**config.mk**
```make
export PLATFORM = sky130hd
export DESIGN_NAME = lep_param_regs
export DESIGN_NICKNAME = d
export VERILOG_FILES = /design/src/logic/lep_pkg.sv /design/src/logic/lep_divider.sv /design/src/logic/lep_param_regs.sv /design/src/logic/lep_watchdog.sv
export SDC_FILE = /design/constraint.sdc
export NUM_CORES = 1
export LEC_CHECK = 0
export ABC_AREA = 1
export BUFFER_PORTS_ARGS = -buffer_cell sky130_fd_sc_hd__buf_2
export CAP_MARGIN = 20
export CORE_ASPECT_RATIO = 2
export CORE_MARGIN = 5
export CORE_UTILIZATION = 40
export CTS_CLUSTER_SIZE = 20
export DETAILED_ROUTE_END_ITERATION = 10
export PLACE_DENSITY = 0.68
export SLEW_MARGIN = 5
export SYNTH_ARGS = -nofsm -noshare
export SYNTH_HDL_FRONTEND = slang
export SYNTH_SLANG_ARGS = --single-unit
```
**constraint.sdc**
```tcl
create_clock -name clock -period 11.15 [get_ports clock]
set_input_delay 3.345 -clock clock [delete_from_list [all_inputs] [get_ports clock]]
set_output_delay 3.345 -clock clock [all_outputs]
set_load 0.05 [all_outputs]
```
**src/logic/lep_pkg.sv**
```systemverilog
// Shared constants and types of the linear encoder parameter register bank.
package lep_pkg;

    // ==========================================================
    // Clock and timing
    localparam int unsigned LEP_CLK_HZ      = 100_000_000;
    localparam int unsigned LEP_WD_TIME_MS  = 1000;
    localparam logic [31:0] LEP_WD_CYCLES   = 32'(LEP_CLK_HZ / 1000 * LEP_WD_TIME_MS);

    // ==========================================================
    // Holding register offsets
    localparam logic [15:0] LEP_HR_RESOLUTION = 16'h0000;
    localparam logic [15:0] LEP_HR_PRESET     = 16'h0001;
    localparam logic [15:0] LEP_HR_OFFSET     = 16'h0002;
    localparam logic [15:0] LEP_HR_OPTIONS    = 16'h0003;
    localparam logic [15:0] LEP_HR_NODE       = 16'h0004;
    localparam logic [15:0] LEP_HR_RATE       = 16'h0005;
    localparam logic [15:0] LEP_HR_CONTROL    = 16'h000a;

    // ==========================================================
    // Input register offsets
    localparam logic [15:0] LEP_IR_ALARMS     = 16'h0000;
    localparam logic [15:0] LEP_IR_POSITION   = 16'h0001;
    localparam logic [15:0] LEP_IR_STATUS     = 16'h0006;

    // ==========================================================
    // Field positions and masks
    localparam int          LEP_OPT_SCALE     = 0;
    localparam int          LEP_OPT_DIR       = 1;
    localparam int          LEP_CTL_WD        = 8;
    localparam int          LEP_CTL_SAVE      = 9;
    localparam int          LEP_CTL_LOAD      = 10;
    localparam int          LEP_CTL_HOME      = 11;
    localparam int          LEP_ALM_WD        = 11;
    localparam int          LEP_STS_ALARM     = 8;
    localparam logic [15:0] LEP_OPTS_MASK     = 16'h0003;
    localparam logic [15:0] LEP_CTRL_MASK     = 16'h0f00;

    // ==========================================================
    // Reset values and limits
    localparam logic [15:0] LEP_RES_DEFAULT   = 16'h000a;
    localparam logic [15:0] LEP_RES_MIN       = 16'h000a;
    localparam logic [15:0] LEP_RES_MAX       = 16'h007d;
    localparam logic [15:0] LEP_NODE_DEFAULT  = 16'h0001;
    localparam logic [15:0] LEP_NODE_MAX      = 16'h00f7;
    localparam logic [15:0] LEP_RATE_DEFAULT  = 16'h0004;
    localparam logic [15:0] LEP_RATE_MAX      = 16'h0008;
    localparam logic [15:0] LEP_RATE_GROUP    = 16'h0003;
    localparam logic [16:0] LEP_LENGTH_HUND   = 17'h1e848;
    localparam logic [3:0]  LEP_DEFAULT_BITS  = 4'he;
    localparam logic [16:0] LEP_RAW_SCALE     = 17'h0000a;

    typedef enum logic [0:0] {LEP_SCALE_IDLE, LEP_SCALE_BUSY} lep_phase_type;

endpackage

```
**src/logic/lep_divider.sv**
```systemverilog
// Sequential restoring divider used to scale the raw position.
`timescale 1ns/10ps
module lep_divider (
    input  wire logic        clock,
    input  wire logic        rstn,
    input  wire logic        start,
    input  wire logic [16:0] dividend,
    input  wire logic [6:0]  divisor,
    output logic             done,
    output logic [16:0]      quotient
);

    typedef struct packed {
        logic        busy;
        logic [4:0]  cnt;
        logic [7:0]  rem;
        logic [6:0]  dvs;
        logic [16:0] quo;
        logic        done;
    } lep_div_state_type;

    lep_div_state_type s_q;
    lep_div_state_type s_d;
    logic [7:0]        trial;

    always_comb begin
        s_d = s_q;
        trial = {s_q.rem[6:0], s_q.quo[16]};
        s_d.done = 1'b0;
        if (start && !s_q.busy) begin
            s_d.busy = 1'b1;
            s_d.cnt = 5'h11;
            s_d.rem = 8'h00;
            s_d.dvs = divisor;
            s_d.quo = dividend;
        end else if (s_q.busy) begin
            if (trial >= {1'b0, s_q.dvs}) begin
                s_d.rem = trial - {1'b0, s_q.dvs};
                s_d.quo = {s_q.quo[15:0], 1'b1};
            end else begin
                s_d.rem = trial;
                s_d.quo = {s_q.quo[15:0], 1'b0};
            end
            s_d.cnt = s_q.cnt - 5'h01;
            if (s_q.cnt == 5'h01) begin
                s_d.busy = 1'b0;
                s_d.done = 1'b1;
            end
        end
    end

    always_ff @(posedge clock or negedge rstn) begin
        if (!rstn) begin
            s_q <= '0;
        end else begin
            s_q <= s_d;
        end
    end

    assign done     = s_q.done;
    assign quotient = s_q.quo;

endmodule

```
**src/logic/lep_param_regs.sv**
```systemverilog
// Holding-register parameter bank of the absolute linear position encoder.
//
// Contract
// - scaling bit selects default or programmed resolution
// - default resolution 0.1 mm, 14-bit count
// - direction bit reverses counting direction
// - below zero wraps to all ones of width
// - node address defaults 1, valid 1 to 247
// - address 0 is broadcast, 248-255 reserved
// - written node address 0 becomes 1
// - written node address above 247 becomes 1
// - rate selector picks rate and parity
// - rate selector resets to 4, holds 0-8
// - control bit 8 enables the watchdog
// - one second silence raises watchdog alarm
// - pending alarm shows when communication resumes
// - rising control bit 9 saves parameters
// - rising control bit 10 restores factory defaults
// - rising control bit 11 performs homing
// - homing captures current position into offset
// - offset kept only after a save
// - position equals read plus preset minus offset
// - status low byte mirrors option low byte
// - watchdog alarm clears once communication restored; here it clears on the second message after the outage
`timescale 1ns/10ps
module lep_param_regs #(
    parameter logic [31:0] WD_CYCLES = lep_pkg::LEP_WD_CYCLES
) (
    input  wire logic        clock,
    input  wire logic        rstn,
    input  wire logic        reg_wr,
    input  wire logic        reg_rd,
    input  wire logic        reg_input,
    input  wire logic [15:0] reg_addr,
    input  wire logic [15:0] reg_wdata,
    input  wire logic        msg_seen,
    input  wire logic [13:0] raw_pos,
    output logic             reg_ack,
    output logic             reg_err,
    output logic [15:0]      reg_rdata,
    output logic [7:0]       node_addr,
    output logic [1:0]       rate_code,
    output logic [1:0]       parity_code,
    output logic [13:0]      position,
    output logic             wd_alarm,
    output logic             nv_save,
    output logic [15:0]      param_res,
    output logic [15:0]      param_preset,
    output logic [15:0]      param_offset,
    output logic [15:0]      param_opts
);

    // ==========================================================
    // State
    typedef struct packed {
        logic [15:0]            res;
        logic [15:0]            preset;
        logic [15:0]            offset;
        logic [15:0]            opts;
        logic [15:0]            node;
        logic [15:0]            rate;
        logic [15:0]            ctrl;
        logic [2:0]             prev_cmd;
        logic [13:0]            read_pos;
        logic [13:0]            position;
        lep_pkg::lep_phase_type phase;
        logic                   div_start;
        logic                   wd_alarm;
        logic                   wd_shown;
        logic                   nv_save;
        logic                   ack;
        logic                   err;
        logic [15:0]            rdata;
        logic [1:0]             rate_code;
        logic [1:0]             parity_code;
    } lep_state_type;

    lep_state_type s_q;
    lep_state_type s_d;
    logic          div_done;
    logic [16:0]   div_quo;
    logic          wd_timeout;
    logic [2:0]    cmd_rise;
    logic [13:0]   cur_mask;
    logic [13:0]   scaled;

    // ==========================================================
    // Functions
    // Mask of the current count width: smallest N with res * 2^N covering the length.
    function automatic logic [13:0] pos_mask(input logic [15:0] res, input logic scale);
        logic [3:0]  bits;
        logic [22:0] span;
        bits = lep_pkg::LEP_DEFAULT_BITS;
        span = 23'h0;
        if (scale) begin
            for (int n = 14; n >= 1; n--) begin
                span = 23'({7'h00, res} << n);
                if (span >= {6'h00, lep_pkg::LEP_LENGTH_HUND}) begin
                    bits = 4'(n);
                end
            end
        end
        pos_mask = 14'(16'hffff >> (5'h10 - {1'b0, bits}));
    endfunction

    // Out-of-range node addresses fall back to the default address.
    function automatic logic [15:0] fix_node(input logic [15:0] value);
        if (value == 16'h0000 || value > lep_pkg::LEP_NODE_MAX) begin
            fix_node = lep_pkg::LEP_NODE_DEFAULT;
        end else begin
            fix_node = value;
        end
    endfunction

    assign cur_mask = pos_mask(s_q.res, s_q.opts[lep_pkg::LEP_OPT_SCALE]);
    assign cmd_rise = s_q.ctrl[lep_pkg::LEP_CTL_HOME:lep_pkg::LEP_CTL_SAVE] & ~s_q.prev_cmd;
    assign scaled   = div_quo[13:0] & cur_mask;

    // ==========================================================
    // Submodules
    lep_divider u_div (
        .clock    (clock),
        .rstn     (rstn),
        .start    (s_q.div_start),
        .dividend (17'({3'h0, raw_pos} * lep_pkg::LEP_RAW_SCALE)),
        .divisor  (s_q.opts[lep_pkg::LEP_OPT_SCALE] ? s_q.res[6:0] :
                   lep_pkg::LEP_RES_DEFAULT[6:0]),
        .done     (div_done),
        .quotient (div_quo)
    );

    lep_watchdog #(
        .WD_CYCLES (WD_CYCLES)
    ) u_wd (
        .clock   (clock),
        .rstn    (rstn),
        .enable  (s_q.ctrl[lep_pkg::LEP_CTL_WD]),
        .kick    (msg_seen),
        .timeout (wd_timeout)
    );

    // ==========================================================
    // Next state
    always_comb begin
        s_d = s_q;
        s_d.ack = 1'b0;
        s_d.err = 1'b0;
        s_d.nv_save = 1'b0;
        s_d.div_start = 1'b0;
        s_d.prev_cmd = s_q.ctrl[lep_pkg::LEP_CTL_HOME:lep_pkg::LEP_CTL_SAVE];

        // Register writes; rejected values leave the register as it was.
        if (reg_wr) begin
            s_d.ack = 1'b1;
            if (reg_input) begin
                s_d.err = 1'b1;
            end else begin
                case (reg_addr)
                    lep_pkg::LEP_HR_RESOLUTION: begin
                        if (reg_wdata >= lep_pkg::LEP_RES_MIN && reg_wdata <= lep_pkg::LEP_RES_MAX) begin
                            s_d.res = reg_wdata;
                        end else begin
                            s_d.err = 1'b1;
                        end
                    end
                    lep_pkg::LEP_HR_PRESET: begin
                        if (reg_wdata <= {2'h0, cur_mask}) begin
                            s_d.preset = reg_wdata;
                        end else begin
                            s_d.err = 1'b1;
                        end
                    end
                    lep_pkg::LEP_HR_OPTIONS: s_d.opts = reg_wdata & lep_pkg::LEP_OPTS_MASK;
                    lep_pkg::LEP_HR_NODE:    s_d.node = fix_node(reg_wdata);
                    lep_pkg::LEP_HR_RATE: begin
                        if (reg_wdata <= lep_pkg::LEP_RATE_MAX) begin
                            s_d.rate = reg_wdata;
                        end else begin
                            s_d.err = 1'b1;
                        end
                    end
                    lep_pkg::LEP_HR_CONTROL: s_d.ctrl = reg_wdata & lep_pkg::LEP_CTRL_MASK;
                    default: s_d.err = 1'b1;
                endcase
            end
        end

        // Register reads answer one cycle after the request.
        if (reg_rd) begin
            s_d.ack = 1'b1;
            s_d.rdata = 16'h0000;
            if (reg_input) begin
                case (reg_addr)
                    lep_pkg::LEP_IR_ALARMS: begin
                        s_d.rdata[lep_pkg::LEP_ALM_WD] = s_q.wd_alarm;
                    end
                    lep_pkg::LEP_IR_POSITION: s_d.rdata = {2'h0, s_q.position};
                    lep_pkg::LEP_IR_STATUS: begin
                        s_d.rdata[7:0] = s_q.opts[7:0];
                        s_d.rdata[lep_pkg::LEP_STS_ALARM] = s_q.wd_alarm;
                    end
                    default: s_d.err = 1'b1;
                endcase
            end else begin
                case (reg_addr)
                    lep_pkg::LEP_HR_RESOLUTION: s_d.rdata = s_q.res;
                    lep_pkg::LEP_HR_PRESET:     s_d.rdata = s_q.preset;
                    lep_pkg::LEP_HR_OFFSET:     s_d.rdata = s_q.offset;
                    lep_pkg::LEP_HR_OPTIONS:    s_d.rdata = s_q.opts;
                    lep_pkg::LEP_HR_NODE:       s_d.rdata = s_q.node;
                    lep_pkg::LEP_HR_RATE:       s_d.rdata = s_q.rate;
                    lep_pkg::LEP_HR_CONTROL:    s_d.rdata = s_q.ctrl;
                    default: s_d.err = 1'b1;
                endcase
            end
        end

        // Rate and parity decode of the selector.
        s_d.rate_code = 2'(s_q.rate / lep_pkg::LEP_RATE_GROUP);
        s_d.parity_code = 2'(s_q.rate % lep_pkg::LEP_RATE_GROUP);

        // Position scaling runs continuously, one division per update.
        case (s_q.phase)
            lep_pkg::LEP_SCALE_IDLE: begin
                s_d.div_start = 1'b1;
                s_d.phase = lep_pkg::LEP_SCALE_BUSY;
            end
            lep_pkg::LEP_SCALE_BUSY: begin
                if (div_done) begin
                    if (s_q.opts[lep_pkg::LEP_OPT_DIR]) begin
                        s_d.read_pos = (cur_mask - scaled) & cur_mask;
                    end else begin
                        s_d.read_pos = scaled;
                    end
                    s_d.position = (s_q.read_pos + s_q.preset[13:0] - s_q.offset[13:0]) & cur_mask;
                    s_d.phase = lep_pkg::LEP_SCALE_IDLE;
                end
            end
            default: s_d.phase = lep_pkg::LEP_SCALE_IDLE;
        endcase

        // Watchdog alarm stays up through the first message after the outage so that
        // the master can see it, and is dropped by the next one. A timeout wins.
        if (msg_seen && s_q.wd_alarm) begin
            if (s_q.wd_shown) begin
                s_d.wd_alarm = 1'b0;
                s_d.wd_shown = 1'b0;
            end else begin
                s_d.wd_shown = 1'b1;
            end
        end
        if (wd_timeout) begin
            s_d.wd_alarm = 1'b1;
            s_d.wd_shown = 1'b0;
        end

        // Edge-triggered commands taken from the stored control word.
        if (cmd_rise[0]) begin
            s_d.nv_save = 1'b1;
        end
        if (cmd_rise[2]) begin
            s_d.offset = {2'h0, s_q.read_pos};
            s_d.position = s_q.preset[13:0] & cur_mask;
        end
        if (cmd_rise[1]) begin
            s_d.res = lep_pkg::LEP_RES_DEFAULT;
            s_d.preset = 16'h0000;
            s_d.offset = 16'h0000;
            s_d.opts = 16'h0000;
            s_d.node = lep_pkg::LEP_NODE_DEFAULT;
            s_d.rate = lep_pkg::LEP_RATE_DEFAULT;
        end
    end

    // ==========================================================
    // Registers
    always_ff @(posedge clock or negedge rstn) begin
        if (!rstn) begin
            s_q <= '0;
            s_q.res <= lep_pkg::LEP_RES_DEFAULT;
            s_q.node <= lep_pkg::LEP_NODE_DEFAULT;
            s_q.rate <= lep_pkg::LEP_RATE_DEFAULT;
            s_q.rate_code <= 2'h1;
            s_q.parity_code <= 2'h1;
            s_q.phase <= lep_pkg::LEP_SCALE_IDLE;
        end else begin
            s_q <= s_d;
        end
    end

    assign reg_ack      = s_q.ack;
    assign reg_err      = s_q.err;
    assign reg_rdata    = s_q.rdata;
    assign node_addr    = s_q.node[7:0];
    assign rate_code    = s_q.rate_code;
    assign parity_code  = s_q.parity_code;
    assign position     = s_q.position;
    assign wd_alarm     = s_q.wd_alarm;
    assign nv_save      = s_q.nv_save;
    assign param_res    = s_q.res;
    assign param_preset = s_q.preset;
    assign param_offset = s_q.offset;
    assign param_opts   = s_q.opts;
endmodule

```
**src/logic/lep_watchdog.sv**
```systemverilog
// Communication watchdog timer that pulses once when no message arrives in time.
`timescale 1ns/10ps
module lep_watchdog #(
    parameter logic [31:0] WD_CYCLES = lep_pkg::LEP_WD_CYCLES
) (
    input  wire logic clock,
    input  wire logic rstn,
    input  wire logic enable,
    input  wire logic kick,
    output logic      timeout
);

    typedef struct packed {
        logic [31:0] cnt;
        logic        fired;
        logic        timeout;
    } lep_wd_state_type;

    lep_wd_state_type s_q;
    lep_wd_state_type s_d;

    always_comb begin
        s_d = s_q;
        s_d.timeout = 1'b0;
        if (!enable || kick) begin
            s_d.cnt = 32'h0000_0000;
            s_d.fired = 1'b0;
        end else if (!s_q.fired) begin
            if (s_q.cnt == WD_CYCLES - 32'h0000_0001) begin
                s_d.fired = 1'b1;
                s_d.timeout = 1'b1;
            end else begin
                s_d.cnt = s_q.cnt + 32'h0000_0001;
            end
        end
    end

    always_ff @(posedge clock or negedge rstn) begin
        if (!rstn) begin
            s_q <= '0;
        end else begin
            s_q <= s_d;
        end
    end

    assign timeout = s_q.timeout;
endmodule

```
# Word level (Yosys, flattened, before mapping)
# Index checks and enable logic that the tools add are counted.
# W data, S select, Z words.
# classes
eq_ne,12
order_cmp,19
mux,71
n_bitwise,8
addsub,7
reduce_logical,37
n_mul,1
div_mod_pow,2
n_shift,1
# op_table
op,n
$ge A23 B17 Y1 const B,7
$mux W16,10
$mux W64,2
$pmux W16 S7,1
$mux W32,3
$mux W96,1
$mux W14,5
$and A14 B14 Y14,4
$eq A16 B3 Y1 const B,3
$mux W18,2
$mux W17,2
$mux W34,1
$mux W33,1
$add A32 B1 Y32 const B,1
$eq A16 B2 Y1 const B,2
$eq A32 B27 Y1 const B,1
$logic_not A16 Y1,2
$mux W4,8
$reduce_bool A2 Y1,15
$sub A14 B14 Y14,2
$ge A22 B17 Y1 const B,1
$ge A21 B17 Y1 const B,1
$ge A20 B17 Y1 const B,1
$ge A19 B17 Y1 const B,1
other kinds (42),81
# word_totals
regBits,230
inputBits,52
elab_cells,187
out_inout_bits,110

# Logic depth before layout (Yosys ltp)
# depth
word_depth,25
ltp_mapped,44
mapped_depth_nobuf,44

# By module
# A second synthesis with hierarchy kept.
# hier_totals
hier_cells,2053
hier_area_um2,15092.0
# by_module_without_submodules
mod,cells_per_inst,area_per_inst_um2,n_inst,seq_area_each_um2
lep_param_regs,1382,10445.0,1,3560.9
lep_watchdog,389,2479.9,1,850.8
lep_divider,282,2167.1,1,950.9

# Least setup slack after synthesis
# Ideal clock, no wire load.
# synth_path
path_kind,in2reg
startpoint,input port raw_pos[1]
endpoint,register u_div.s_q (netlist bit u_div.quotient[16])
arrival_ns,5.724
slack_ns,5.343
required_ns,11.067
n_path_buf,0
setup_ns,0.083
stages,22
path_cell_list,ha_1 -> ha_1 -> fa_1 -> inv_1 -> o31ai_1 -> inv_1 -> nor2_1 -> nor2_1 -> o21ai_0 -> inv_1 -> nor2_1 -> nor2_1 -> o21ai_0 -> inv_1 -> nor2_1 -> o21ai_0 -> nand2_1 -> nand2_1 -> nand2_1 -> a21oi_1 -> xor2_1 -> o21ai_0
# synth_between
elab_chain_cells,2
# synth_lines
item,line,rtl
"start, declared",lep_param_regs.sv:37,"input wire logic [13:0] raw_pos,"
$mul A14 B3 Y16,lep_param_regs.sv:125,".dividend (17'({3'h0, raw_pos} * lep_pkg::LEP_RAW_SCALE)),"
$mux W17,lep_divider.sv:30,if (start && !s_q.busy) begin
"end signal, assigned",lep_divider.sv:54,s_q <= '0;
"end signal, assigned",lep_divider.sv:56,s_q <= s_d;
"end, declared",lep_divider.sv:22,lep_div_state_type s_q;
# No other way between the ends.
# A chain may end at the register's enable or synchronous reset.

# Worst setup path after layout
# layout_path
startpoint,input port msg_seen
endpoint,register u_wd.s_q[24] in the netlist's numbering
# layout_between
elab_chain_cells,3
word_cells_on_any_way,5
classes_between,2 x eq/ne; 1 x mux; 2 x reduce/logical
# layout_lines
item,line,rtl
"start, declared",lep_param_regs.sv:36,"input wire logic msg_seen,"
$logic_or A1 B1 Y1 (*),lep_watchdog.sv:25,if (!enable || kick) begin
$ne A2 B2 Y1 (no source line) or $ne A2 B1 Y1 (tied branches),--,
$reduce_and A2 Y1 (no source line),--,
"end signal, assigned",lep_watchdog.sv:40,s_q <= '0;
"end signal, assigned",lep_watchdog.sv:42,s_q <= s_d;
"end, declared",lep_watchdog.sv:19,lep_wd_state_type s_q;
# Mark *: on every way between the ends. The rest lies on a longest branch, timed or not.

==> impl_metrics.env <==
export IMPL_status="complete, no violations"
export IMPL_clockRootBuffer="clkbuf_16"
export IMPL_p_int_mw=1.50
export IMPL_fmax_mhz=156
export IMPL_clock_sinks=214
export IMPL_reg2regPathDepth=25
export IMPL_syn_avg_cell_area_sq_um=7.71
export IMPL_synth_top_cell_by_area="dfrtp_1"
export IMPL_rows=97
export IMPL_holdBufCountCts=0
export IMPL_grt_pass1_wl_um=71900
export IMPL_ys_seq_elements=214
export IMPL_cap_violations=0
export IMPL_start_util=0.401
export IMPL_chipWidth_um=142
export IMPL_ant_nets=0
export IMPL_clkPwrFrac=0.329
export IMPL_switching_share=0.358
export IMPL_crit_cells=17
export IMPL_fin_hold_ws_ns=0.409
export IMPL_cts_resized=0
export IMPL_grt_max_degree=77
export IMPL_wl_per_cell_um=20.5
export IMPL_via_per_inst=5.52
export IMPL_ioPinCount=162
export IMPL_gp_congestion=1.00
export IMPL_placed_cells=2274
export IMPL_area_growth_pct=8.34
export IMPL_crit_type="in -> reg"
export IMPL_hpwl_um=37700
export IMPL_synth_mux_area_frac=0.00161
export IMPL_cts_buffer_depth=3
export IMPL_critPathLaunchType="input port"
export IMPL_synth_edf_count=0
export IMPL_synth_async_reset_ratio=1.00
export IMPL_port_buffers=145
export IMPL_most_common_layout_cells="inv_1 (300), nand2_1 (267), dfrtp_1 (208)"
export IMPL_layout_setup_ws_ns=4.75
export IMPL_htreeDepth=1
export IMPL_die_h_um=274
export IMPL_slowest_delay_ns=0.59
export IMPL_synth_simple_area_share=0.191
export IMPL_grt_usage=0.239
export IMPL_crit_chain="buf_2 -> nor2_1 -> clkinv_1 -> nor3_1 -> nand4_1 -> nand2_1 -> inv_1 -> nor2_1 -> clkinv_1 -> nand4_1 -> nor2_1 -> inv_1 -> nor3_1 -> inv_1 -> nor2_1 -> a31oi_1 -> a211oi_1"
export IMPL_synth_cell_area_sq_um=14000
export IMPL_drive_above_1_share=0.122
export IMPL_cp_num_buf_inv=6
export IMPL_stdcell_count=2318
export IMPL_p_comb_frac=0.281
export IMPL_p_leak_nw=7.42
export IMPL_power_density_nw_per_um2=154
export IMPL_rsz0062_at_grt="false"
export IMPL_wl_um=47500
export IMPL_grt_antenna_before_repair=4
export IMPL_netlist_area_leader_share=0.372
export IMPL_finalCriticalPeriod_ns=6.40
export IMPL_cp_top_family="simple AND/OR/NAND/NOR gates"
export IMPL_ys_warn_count=0
export IMPL_yosysSeqAreaShare=0.384
export IMPL_tritoncts="built"
export IMPL_slowest_stage="clkinv_1"
export IMPL_core_sq_um=34800
export IMPL_hold_violations=0
export IMPL_netlist_instances=1814
export IMPL_cp_required_ns=11.55
export IMPL_ir_drop_mv=0.103
export IMPL_slew_headroom=0.247
export IMPL_cp_max_fo=17
export IMPL_endpoint_kind="register"
export IMPL_tns_ns=0
export IMPL_pre_cts_slack_ns=4.15
export IMPL_setup_viol=0
export IMPL_layout_commonest_cell="inv_1"
export IMPL_clk_latency_ns=0.55
export IMPL_power_net_switching_mw=0.836
export IMPL_num_vias=12804
export IMPL_skew_ns=0.0347
export IMPL_seqPwrFrac=0.391
export IMPL_drc=0
export IMPL_numCtsBuffers=22
export IMPL_synth_compound_area_frac=0.178
export IMPL_post_cts_buffers=0
export IMPL_first_pass_iters=6
export IMPL_first_global_vias=12925
export IMPL_cp_arrival_ns=6.80
export IMPL_synth_main_ff_cell="dfrtp_1"
export IMPL_synth_fa_ha_area_frac=0.0814
export IMPL_synth_cell_types=59
export IMPL_hold_class="reg -> reg"
export IMPL_grt_overflow=0
export IMPL_ys_top_cells_by_area="dfrtp_1 (37%), inv_1 (8.1%), nand2_1 (7.2%)"
export IMPL_cp_common_cell="nor2_1"
export IMPL_dieArea_sq_um=39000
export IMPL_synthXorXnorAreaFrac=0.0113
export IMPL_nNetsFinal=1988
export IMPL_worst_slew_pin_slew_ns=1.10
export IMPL_synth_top_family_by_area="simple AND/OR/NAND/NOR gates"
export IMPL_clk_pin_slew_ns=0.07
export IMPL_slew_viol_final=0
export IMPL_hold_path_depth=0
export IMPL_finalCritPeriodShare=0.574
export IMPL_drt_iter0_drc=869
registers in the layout, summed over array words and instances (netlist names), 2 cells and up:
| signal | flops |
|---|---|
| param_opts | 2 |
| position | 14 |
| parity_code | 2 |
| rate_code | 2 |
| param_res | 16 |
| s_d | 3 |
| u_wd.s_q | 33 |
| node_addr | 8 |
| u_div.quotient | 17 |
| param_offset | 14 |
| reg_rdata | 16 |
| s_q | 45 |
| u_div.s_q | 20 |
| param_preset | 16 |
power groups by stage:
stage               clock [mW]  sequential [mW]  combinational, mW
floorplan                    0            0.907              0.529
global placement             0            0.925              0.635
detailed placement           0            0.927              0.653
CTS                      0.777            0.912              0.656
global route             0.804            0.920              0.734
finish                   0.768            0.913              0.656
cell type report:
type | instances | area [sq um]
sequential | 214 | 5360
antenna | 3 | 7.51
timing repair buffer | 151 | 774
inverter | 312 | 1170
fill | 3490 | 19700
multi-input combinational | 1153 | 6540
tap | 445 | 557
clock buffer | 33 | 652
clock inverter | 7 | 81.3
worst register-to-register path, delay by kind of cell, from the launching register on:
family	cells	cell delay (ns)
adders and majority gates	2	0.58
buffers and inverters	4	0.71
DFF	1	0.53
and+or+nand+nor	9	1.69
AOI/OAI and AO/OA	9	2.38
xor gates and xnor gates	1	0.18
layer usage:
metal | GRT usage | vias to the layer above | share of wire
met5 | 0 | - | 0.00040
met4 | 0.169 | 2 | 0.082
met3 | 0.0323 | 161 | 0.054
met2 | 0.445 | 488 | 0.53
met1 | 0.239 | 6157 | 0.34
li1 | - | 5996 | -
cells in the mapped netlist, drive strengths merged, types with 3 or more instances:
cell type  count
fa            15
nor2         208
o41ai          5
o31ai         12
nor4          11
clkinv         6
nand2        275
dfrtp        208
ha            67
o221ai        12
nand3         73
a21oi         74
inv          306
o22ai         68
clkbuf        43
nand4         26
or2            3
a2111oi        6
a211oi         4
o21bai         4
a22oi          9
o2111ai        5
o211ai        10
a32o           4
a31oi         17
buf          108
nor3          27
dfstp          6
xor2          13
xnor2          5
o21ai        152
a22o           6
o32ai          9
path summary, 6_finish.rpt:
kind,start,to,slack [ns]
min reg2reg,s_d[55],s_q[55],0.41
max reg2reg,param_res[5],param_preset[13],4.91
max in group asynchronous,rstn,u_div.quotient[2],6.97
min,s_d[55],s_q[55],0.41
min in group asynchronous,rstn,position[4],2.77
max,msg_seen,u_wd.s_q[24],4.75
cells by family after synthesis:
kind of cell	count (synthesis)
simple gates	628
other cells	1
mux	2
buf+inv	463
fa+ha+maj	82
xor+xnor	18
flops	214
compound gates	406
metrics by stage:
step	utilization	area [sq um]	total power, mW
finish	0.435	15100	2.34
global route	0.435	15100	2.46
CTS	0.434	15100	2.35
detailed placement	0.413	14400	1.58
global placement	0.413	14400	1.56
floorplan	-	14000	1.44
(Power assumes the default switching activity.)
